--- src/pacr_map.vh ---
`ifndef PACR_MAP_VH
`define PACR_MAP_VH
// register offsets (8-bit register address space)
`define PACR_OFS_MAIN        8'h25
`define PACR_OFS_FL_DELAY    8'h26
`define PACR_OFS_FAST_PUMP   8'h27
`define PACR_OFS_NORM_PUMP   8'h28
`define PACR_OFS_REF_DIV_HI  8'h29
`define PACR_OFS_REF_DIV_LO  8'h2a
`define PACR_OFS_FB_DIV_HI   8'h2b
`define PACR_OFS_FB_DIV_LO   8'h2c
`define PACR_OFS_LOCK_STEP   8'h2d
`define PACR_OFS_HD_MAIN     8'h2e
// field positions
`define PACR_BIT_REF_HALVE   4
`define PACR_BIT_INPUT_KIND  2
`define PACR_BIT_FAST_EN     0
`define PACR_BIT_HD_HALVE    4
`define PACR_BIT_HD_OFF      3
// reset values
`define PACR_RST_MAIN        8'h01
`define PACR_RST_FL_DELAY    4'h0
`define PACR_RST_FAST_PUMP   5'h1f
`define PACR_RST_NORM_PUMP   5'h08
`define PACR_RST_REF_DIV_HI  2'h0
`define PACR_RST_REF_DIV_LO  8'h01
`define PACR_RST_FB_DIV_HI   7'h06
`define PACR_RST_FB_DIV_LO   8'hb4
`define PACR_RST_LOCK_STEP   5'h08
`define PACR_RST_HD_MAIN     8'h00
// timing
`define PACR_CLK_HZ          10000000
`define PACR_UNIT_MS         500
`define PACR_MAX_DELAY_CODE  4'ha
`endif

--- src/pacr_regs.v ---
`include "pacr_map.vh"
`default_nettype none
module pacr_regs #(
    parameter UNIT_CYCLES = (`PACR_CLK_HZ / 1000) * `PACR_UNIT_MS
) (
    // clock and reset
    input  wire        clock_i,
    input  wire        resetn_i,
    // register port
    input  wire        reg_wr_i,
    input  wire        reg_rd_i,
    input  wire [7:0]  reg_addr_i,
    input  wire [7:0]  reg_wdata_i,
    output reg  [7:0]  reg_rdata_o,
    // format detection
    input  wire        auto_format_detect_on_i,
    input  wire        format_load_i,
    input  wire [9:0]  format_ref_div_i,
    input  wire [14:0] format_fb_div_i,
    // analog status (asynchronous)
    input  wire        ref_loop_locked_i,
    input  wire        crosspoint_hd_run_i,
    // reference loop controls
    output wire        ref_input_buffer_kind_o,
    output wire        ref_loop_halve_o,
    output wire        fast_active_o,
    output wire [4:0]  pump_code_o,
    output wire [9:0]  ref_div_o,
    output wire [14:0] fb_div_o,
    output wire [4:0]  lock_step_size_o,
    // hd loop controls
    output wire        hd_loop_halve_o,
    output wire        hd_loop_run_o
);
    reg        ref_halve_ff;
    reg        input_kind_ff;
    reg        fast_en_ff;
    reg  [3:0] fl_delay_ff;
    reg  [4:0] fast_pump_code_ff;
    reg  [4:0] normal_pump_code_ff;
    reg  [1:0] ref_div_hi_ff;
    reg  [7:0] ref_div_lo_ff;
    reg  [6:0] fb_div_hi_ff;
    reg  [7:0] fb_div_lo_ff;
    reg  [4:0] lock_step_ff;
    reg        hd_halve_ff;
    reg        hd_off_ff;
    reg  [1:0] lock_sync_ff;
    reg  [1:0] xpt_sync_ff;
    reg  [1:0] afd_sync_ff;
    reg  [7:0] nxt_rdata;

    wire       locked_s = lock_sync_ff[1];
    wire       afd_s    = afd_sync_ff[1];
    wire       expired;
    // software may only reach format-derived registers with autodetect off
    wire       sw_fmt_wr = reg_wr_i && !afd_s;

    // pins and analog flags come from other domains
    always @(posedge clock_i or negedge resetn_i) begin
        if (!resetn_i) begin
            lock_sync_ff <= 2'h0;
            xpt_sync_ff  <= 2'h0;
            afd_sync_ff  <= 2'h0;
        end else begin
            lock_sync_ff <= {lock_sync_ff[0], ref_loop_locked_i};
            xpt_sync_ff  <= {xpt_sync_ff[0], crosspoint_hd_run_i};
            afd_sync_ff  <= {afd_sync_ff[0], auto_format_detect_on_i};
        end
    end

    // plain control registers
    always @(posedge clock_i or negedge resetn_i) begin
        if (!resetn_i) begin
            ref_halve_ff        <= 1'b0;
            input_kind_ff       <= 1'b0;
            fast_en_ff          <= 1'b1;
            fl_delay_ff         <= `PACR_RST_FL_DELAY;
            fast_pump_code_ff   <= `PACR_RST_FAST_PUMP;
            normal_pump_code_ff <= `PACR_RST_NORM_PUMP;
            lock_step_ff        <= `PACR_RST_LOCK_STEP;
            hd_halve_ff         <= 1'b0;
            hd_off_ff           <= 1'b0;
        end else if (reg_wr_i) begin
            case (reg_addr_i)
                `PACR_OFS_MAIN: begin
                    ref_halve_ff  <= reg_wdata_i[`PACR_BIT_REF_HALVE];
                    input_kind_ff <= reg_wdata_i[`PACR_BIT_INPUT_KIND];
                    fast_en_ff    <= reg_wdata_i[`PACR_BIT_FAST_EN];
                end
                `PACR_OFS_FL_DELAY:  fl_delay_ff         <= reg_wdata_i[3:0];
                `PACR_OFS_FAST_PUMP: fast_pump_code_ff   <= reg_wdata_i[4:0];
                `PACR_OFS_NORM_PUMP: normal_pump_code_ff <= reg_wdata_i[4:0];
                `PACR_OFS_LOCK_STEP: lock_step_ff        <= reg_wdata_i[4:0];
                `PACR_OFS_HD_MAIN: begin
                    hd_halve_ff <= reg_wdata_i[`PACR_BIT_HD_HALVE];
                    hd_off_ff   <= reg_wdata_i[`PACR_BIT_HD_OFF];
                end
                default: begin
                end
            endcase
        end
    end

    // divider words: format load wins, software only without autodetect
    always @(posedge clock_i or negedge resetn_i) begin
        if (!resetn_i) begin
            ref_div_hi_ff <= `PACR_RST_REF_DIV_HI;
            ref_div_lo_ff <= `PACR_RST_REF_DIV_LO;
            fb_div_hi_ff  <= `PACR_RST_FB_DIV_HI;
            fb_div_lo_ff  <= `PACR_RST_FB_DIV_LO;
        end else if (format_load_i) begin
            ref_div_hi_ff <= format_ref_div_i[9:8];
            ref_div_lo_ff <= format_ref_div_i[7:0];
            fb_div_hi_ff  <= format_fb_div_i[14:8];
            fb_div_lo_ff  <= format_fb_div_i[7:0];
        end else if (sw_fmt_wr) begin
            case (reg_addr_i)
                `PACR_OFS_REF_DIV_HI: ref_div_hi_ff <= reg_wdata_i[1:0];
                `PACR_OFS_REF_DIV_LO: ref_div_lo_ff <= reg_wdata_i;
                `PACR_OFS_FB_DIV_HI:  fb_div_hi_ff  <= reg_wdata_i[6:0];
                `PACR_OFS_FB_DIV_LO:  fb_div_lo_ff  <= reg_wdata_i;
                default: begin
                end
            endcase
        end
    end

    // read-back; reserved bits read as zero
    always @* begin
        case (reg_addr_i)
            `PACR_OFS_MAIN:       nxt_rdata = {3'h0, ref_halve_ff, 1'b0, input_kind_ff,
                                               1'b0, fast_en_ff};
            `PACR_OFS_FL_DELAY:   nxt_rdata = {4'h0, fl_delay_ff};
            `PACR_OFS_FAST_PUMP:  nxt_rdata = {3'h0, fast_pump_code_ff};
            `PACR_OFS_NORM_PUMP:  nxt_rdata = {3'h0, normal_pump_code_ff};
            `PACR_OFS_REF_DIV_HI: nxt_rdata = {6'h00, ref_div_hi_ff};
            `PACR_OFS_REF_DIV_LO: nxt_rdata = ref_div_lo_ff;
            `PACR_OFS_FB_DIV_HI:  nxt_rdata = {1'b0, fb_div_hi_ff};
            `PACR_OFS_FB_DIV_LO:  nxt_rdata = fb_div_lo_ff;
            `PACR_OFS_LOCK_STEP:  nxt_rdata = {3'h0, lock_step_ff};
            `PACR_OFS_HD_MAIN:    nxt_rdata = {3'h0, hd_halve_ff, hd_off_ff, 3'h0};
            default:              nxt_rdata = 8'h00;
        endcase
    end

    always @(posedge clock_i or negedge resetn_i) begin
        if (!resetn_i) begin
            reg_rdata_o <= 8'h00;
        end else if (reg_rd_i) begin
            reg_rdata_o <= nxt_rdata;
        end
    end

    // reserved delay codes above ten are clamped, not trusted
    wire [3:0] delay_eff = (fl_delay_ff > `PACR_MAX_DELAY_CODE) ?
                           `PACR_MAX_DELAY_CODE : fl_delay_ff;

    pacr_fast_lock_timer #(
        .UNIT_CYCLES (UNIT_CYCLES)
    ) u_timer (
        .clock_i      (clock_i),
        .resetn_i     (resetn_i),
        .locked_i     (locked_s),
        .delay_code_i (delay_eff),
        .expired_o    (expired)
    );

    assign fast_active_o    = fast_en_ff && !expired;
    assign pump_code_o      = fast_active_o ? fast_pump_code_ff
                                            : normal_pump_code_ff;
    assign ref_input_buffer_kind_o = input_kind_ff;
    assign ref_loop_halve_o = ref_halve_ff;
    assign ref_div_o        = {ref_div_hi_ff, ref_div_lo_ff};
    assign fb_div_o         = {fb_div_hi_ff, fb_div_lo_ff};
    assign lock_step_size_o = lock_step_ff;
    assign hd_loop_halve_o  = hd_halve_ff;
    assign hd_loop_run_o    = !hd_off_ff && xpt_sync_ff[1];
endmodule // pacr_regs
`default_nettype wire

--- src/pacr_fast_lock_timer.v ---
`default_nettype none
// counts how long the lock indication has held, in half-second units
module pacr_fast_lock_timer #(
    parameter UNIT_CYCLES = (`PACR_CLK_HZ / 1000) * `PACR_UNIT_MS
) (
    // clock and reset
    input  wire       clock_i,
    input  wire       resetn_i,
    // control
    input  wire       locked_i,
    input  wire [3:0] delay_code_i,
    // status
    output wire       expired_o
);
    reg  [22:0] tick_ff;
    reg  [3:0]  units_ff;
    reg  [22:0] nxt_tick;
    reg  [3:0]  nxt_units;

    assign expired_o = locked_i && (units_ff >= delay_code_i);

    always @* begin
        nxt_tick  = tick_ff;
        nxt_units = units_ff;
        if (!locked_i) begin
            nxt_tick  = 23'h000000;
            nxt_units = 4'h0;
        end else if (units_ff < delay_code_i) begin
            if (tick_ff == UNIT_CYCLES[22:0] - 23'h000001) begin
                nxt_tick  = 23'h000000;
                nxt_units = units_ff + 4'h1;
            end else begin
                nxt_tick = tick_ff + 23'h000001;
            end
        end
    end

    always @(posedge clock_i or negedge resetn_i) begin
        if (!resetn_i) begin
            tick_ff  <= 23'h000000;
            units_ff <= 4'h0;
        end else begin
            tick_ff  <= nxt_tick;
            units_ff <= nxt_units;
        end
    end
endmodule // pacr_fast_lock_timer
`default_nettype wire

--- config.mk ---
export PLATFORM = sky130hd
export DESIGN_NAME = pacr_regs
export DESIGN_NICKNAME = d
export VERILOG_FILES = /design/src/pacr_regs.v /design/src/pacr_fast_lock_timer.v
export VERILOG_INCLUDE_DIRS = /design/src /design/src/src
export SDC_FILE = /design/constraint.sdc
export NUM_CORES = 1
export LEC_CHECK = 0
export BUFFER_PORTS_ARGS = -buffer_cell sky130_fd_sc_hd__buf_2
export CORE_MARGIN = 3
export CORE_UTILIZATION = 25
export CTS_CLUSTER_DIAMETER = 80
export CTS_CLUSTER_SIZE = 28
export DETAILED_ROUTE_END_ITERATION = 8
export PLACE_DENSITY = 0.42
export SLEW_MARGIN = 5
export SYNTH_ARGS = -nofsm -noshare
export SYNTH_HDL_FRONTEND = slang
export SYNTH_SLANG_ARGS = --single-unit
--- constraint.sdc ---
create_clock -name clock_i -period 2.75 [get_ports clock_i]
set_input_delay 0.275 -clock clock_i [delete_from_list [all_inputs] [get_ports clock_i]]
set_output_delay 0.275 -clock clock_i [all_outputs]
set_load 0.05 [all_outputs]
==> flow_metrics.tcl <==
set metrics [dict create \
    drtIter0Drc 240 \
    clock_latency_ns 0.35 \
    detail_route.first_pass.iterations 4 \
    synth_top_area_share 0.390 \
    dp_slack_ns 0.235 \
    grt_pass1_wl_um 22700 \
    clkSinkCount 90 \
    crit_path_top_delay_cell "dfrtp_1" \
    fmax_mhz 370 \
    clock_path_buffers 2 \
    finClkSkew_ns 0.00998 \
    fillCellCount 1990 \
    min-delay-path-class "in -> reg" \
    wl_per_cell_um 17.4 \
    grt_pass1_vias 3952 \
    antenna_cells 0 \
    hpwl_um 10600 \
    ys_ff_latch 90 \
    syn-num-nets 535 \
    std_cell_rows 50 \
    avgSynthCellArea_um2 10.0 \
    regArea_um2 2270 \
    cts-root-buf "clkbuf_16" \
    ir_drop_v 0.000280 \
    finalWeightedCongestion 0.769 \
    critical_path.top_delay_family "compound AO/OA/AOI/OAI gates" \
    synth_compound_area_frac 0.144 \
    finalMaxSlewViolations 0 \
    initial_core_util 0.256 \
    cp.arrival_ns 2.43 \
    drive_above_1_share 0.319 \
    setup_ws_ns 0.0462 \
    max_slew_margin 0.517 \
    synthTopCellsByArea "dfrtp_1, dfstp_2, mux2i_1" \
    status "finished, final reports clean" \
    cp_cell_sequence "a21oi_2 > ha_1 > nor2b_4 > o21ai_2 > o21a_1 > o211ai_1 > buf_4 > mux2_4 > buf_8" \
    tightest_slew_ns 0.725 \
    die_area_um2 21000 \
    synthXorXnorAreaFrac 0.00545 \
    yosysWarnings 0 \
    grt.total_usage 0.142 \
    path_max_fanout 5 \
    cts_tree "yes" \
    synth-simple-area-share 0.168 \
    netlist_top_cells_count "dfrtp_1, nand2_1, o21ai_0, mux2i_1, mux2_2" \
    coreArea_um2 18800 \
    worst-path-buf-inv 2 \
    boundaryPins 97 \
    maxCapViolations 0 \
    worstPathRequired_ns 2.48 \
    syn_to_final_growth_pct 24.7 \
    synth.distinct_cells 55 \
    design_area_um2 6010 \
    grt_max_degree 51 \
    crit_path_start_kind "flip-flop" \
    synth_mux_area_frac 0.159 \
    fin_nets 633 \
    die_w_um 145 \
    synth_top_cell_by_area "dfrtp_1" \
    rsz0062_at_grt "true" \
    hold_viol 0 \
    synth_edf_count 0 \
    cts_buffers 9 \
    place_area_um2 5610 \
    crit_path_end_kind "output port" \
    path_class "reg -> out" \
    num_vias 4027 \
    wl_um 14700 \
    syn-instance-count 480 \
    power.density_nw_per_um2 621 \
    async_flop_share 1.00 \
    io_buffer_count 96 \
    grt-ovfl-total 0 \
    fin_tns_setup_ns 0 \
    synth_top_family_by_area "simple AND/OR/NAND/NOR gates" \
    p_leak_nw 2.82 \
    die_y_um 145 \
    fin_crit_sh 0.983 \
    synthAdderAreaFrac 0.0156 \
    antenna_found_initial 0 \
    clk_pin_slew_ns 0.06 \
    final_core_util 0.319 \
    htree_levels 3 \
    avgViaCountPerCell 4.78 \
    multi_input_area_um2 2400 \
    netlist_area_um2 4820 \
    drc 0 \
    setup_viol 0 \
    ys_dominant_reg_cell "dfrtp_1" \
    period_minus_slack_ns 2.70 \
    ant_nets 0 \
    slowest_delay_ns 0.43 \
    synth.most_common_cell "dfrtp_1" \
    hold_slack_ns 0.0371 \
    seq_area_frac_synth 0.471 \
]
[report_power, final]
group	switching [mW]	internal (mW)	leakage [nW]	total, mW
Combinational	0.624	0.362	1.54	0.987
Sequential	0.0934	1.43	1.15	1.52
Clock	0.519	0.705	0.134	1.22
Total	1.24	2.50	2.82	3.73
[placed cells by master (no fill, tap or decap), drive strengths merged, types with 5 or more instances in the layout]
cell / instances
mux2: 32
nand4: 7
inv: 17
nand3: 17
a22o: 8
dfrtp: 75
a21o: 6
nand2: 64
buf: 111
dfstp: 15
nor2: 20
nor2b: 8
nor3: 5
o22ai: 10
mux2i: 36
ha: 6
a21oi: 14
a22oi: 5
o21ai: 49
clkbuf: 13
[worst reg2reg max path: cells and delay by family, from the launching register on]
kind / cells / cell delay, ns
compound gates: 3 / 0.92
fa+ha+maj: 1 / 0.27
flops: 1 / 0.43
simple gates: 3 / 0.69
[area by class of cell]
type                            instances  area share
Clock buffer                           13      0.0400
Sequential cell                        90       0.378
Tap cell                              260      0.0541
Timing Repair Buffer                  112       0.111
Multi-Input combinational cell        348       0.400
Inverter                               17      0.0106
Clock inverter                          3     0.00708
[metal layers]
metal / GRT usage / vias up / part of all wire
li1: - / 1931 / -
met1: 0.206 / 2003 / 0.49
met2: 0.215 / 81 / 0.46
met3: 0.0223 / 12 / 0.036
met4: 0.0457 / 0 / 0.013
met5: 0 / - / 0
[metrics by stage]
step	power [mW]	cells
after CTS	3.72	841
after floorplan	2.12	480
after detailed placement	2.47	822
after global placement	2.46	822
after global routing	3.94	843
final	3.73	843
[flip-flops by register name, summed over array words and instances, names as in the netlist]
name / cells
fast_en_ff: 1
hd_off_ff: 1
lock_sync_ff: 2
xpt_sync_ff: 2
ref_div_hi_ff: 2
u_timer.units_ff: 4
fl_delay_ff: 4
ref_div_lo_ff: 8
fast_pump_code_ff: 5
fb_div_hi_ff: 7
normal_pump_code_ff: 5
ref_loop_halve_o: 1
u_timer.tick_ff: 23
afd_sync_ff: 2
fb_div_lo_ff: 8
lock_step_size_o: 5
ref_input_buffer_kind_o: 1
hd_loop_halve_o: 1
reg_rdata_o: 8
[worst paths after layout]
path / startpoint / endpoint / slack, ns / cells past startpoint
max: fl_delay_ff[2] / pump_code_o[1] / 0.05 / 9
max in group asynchronous: resetn_i / fb_div_hi_ff[2] / 1.49 / 3
min: crosspoint_hd_run_i / xpt_sync_ff[0] / 0.04 / 1
max reg2reg: fl_delay_ff[2] / u_timer.tick_ff[7] / 0.34 / 7
min reg2reg: lock_sync_ff[0] / lock_sync_ff[1] / 0.34 / 0
min in group asynchronous: resetn_i / u_timer.tick_ff[8] / 0.51 / 2
[kinds of logic after synthesis]
kind of cell             after synthesis
adder cells (fa/ha/maj)                6
XOR/XNOR                               3
buffers and inverters                 42
AND/OR/NAND/NOR                      158
multiplexers                          70
flip-flops                            90
AO/OA/AOI/OAI                        111
[repair_timing]
| item | in CTS | in global routing |
|---|---|---|
| buffers inserted | 2 | 2 |
| hold endpoints to repair | 42 | 0 |
| endpoints found under the setup margin | 5 | 5 |
| hold buffers | 1 | 0 |
| resized for setup | 1 | 29 |
| pin swaps | 1 | 4 |
Power figures use the tool's default switching activity.
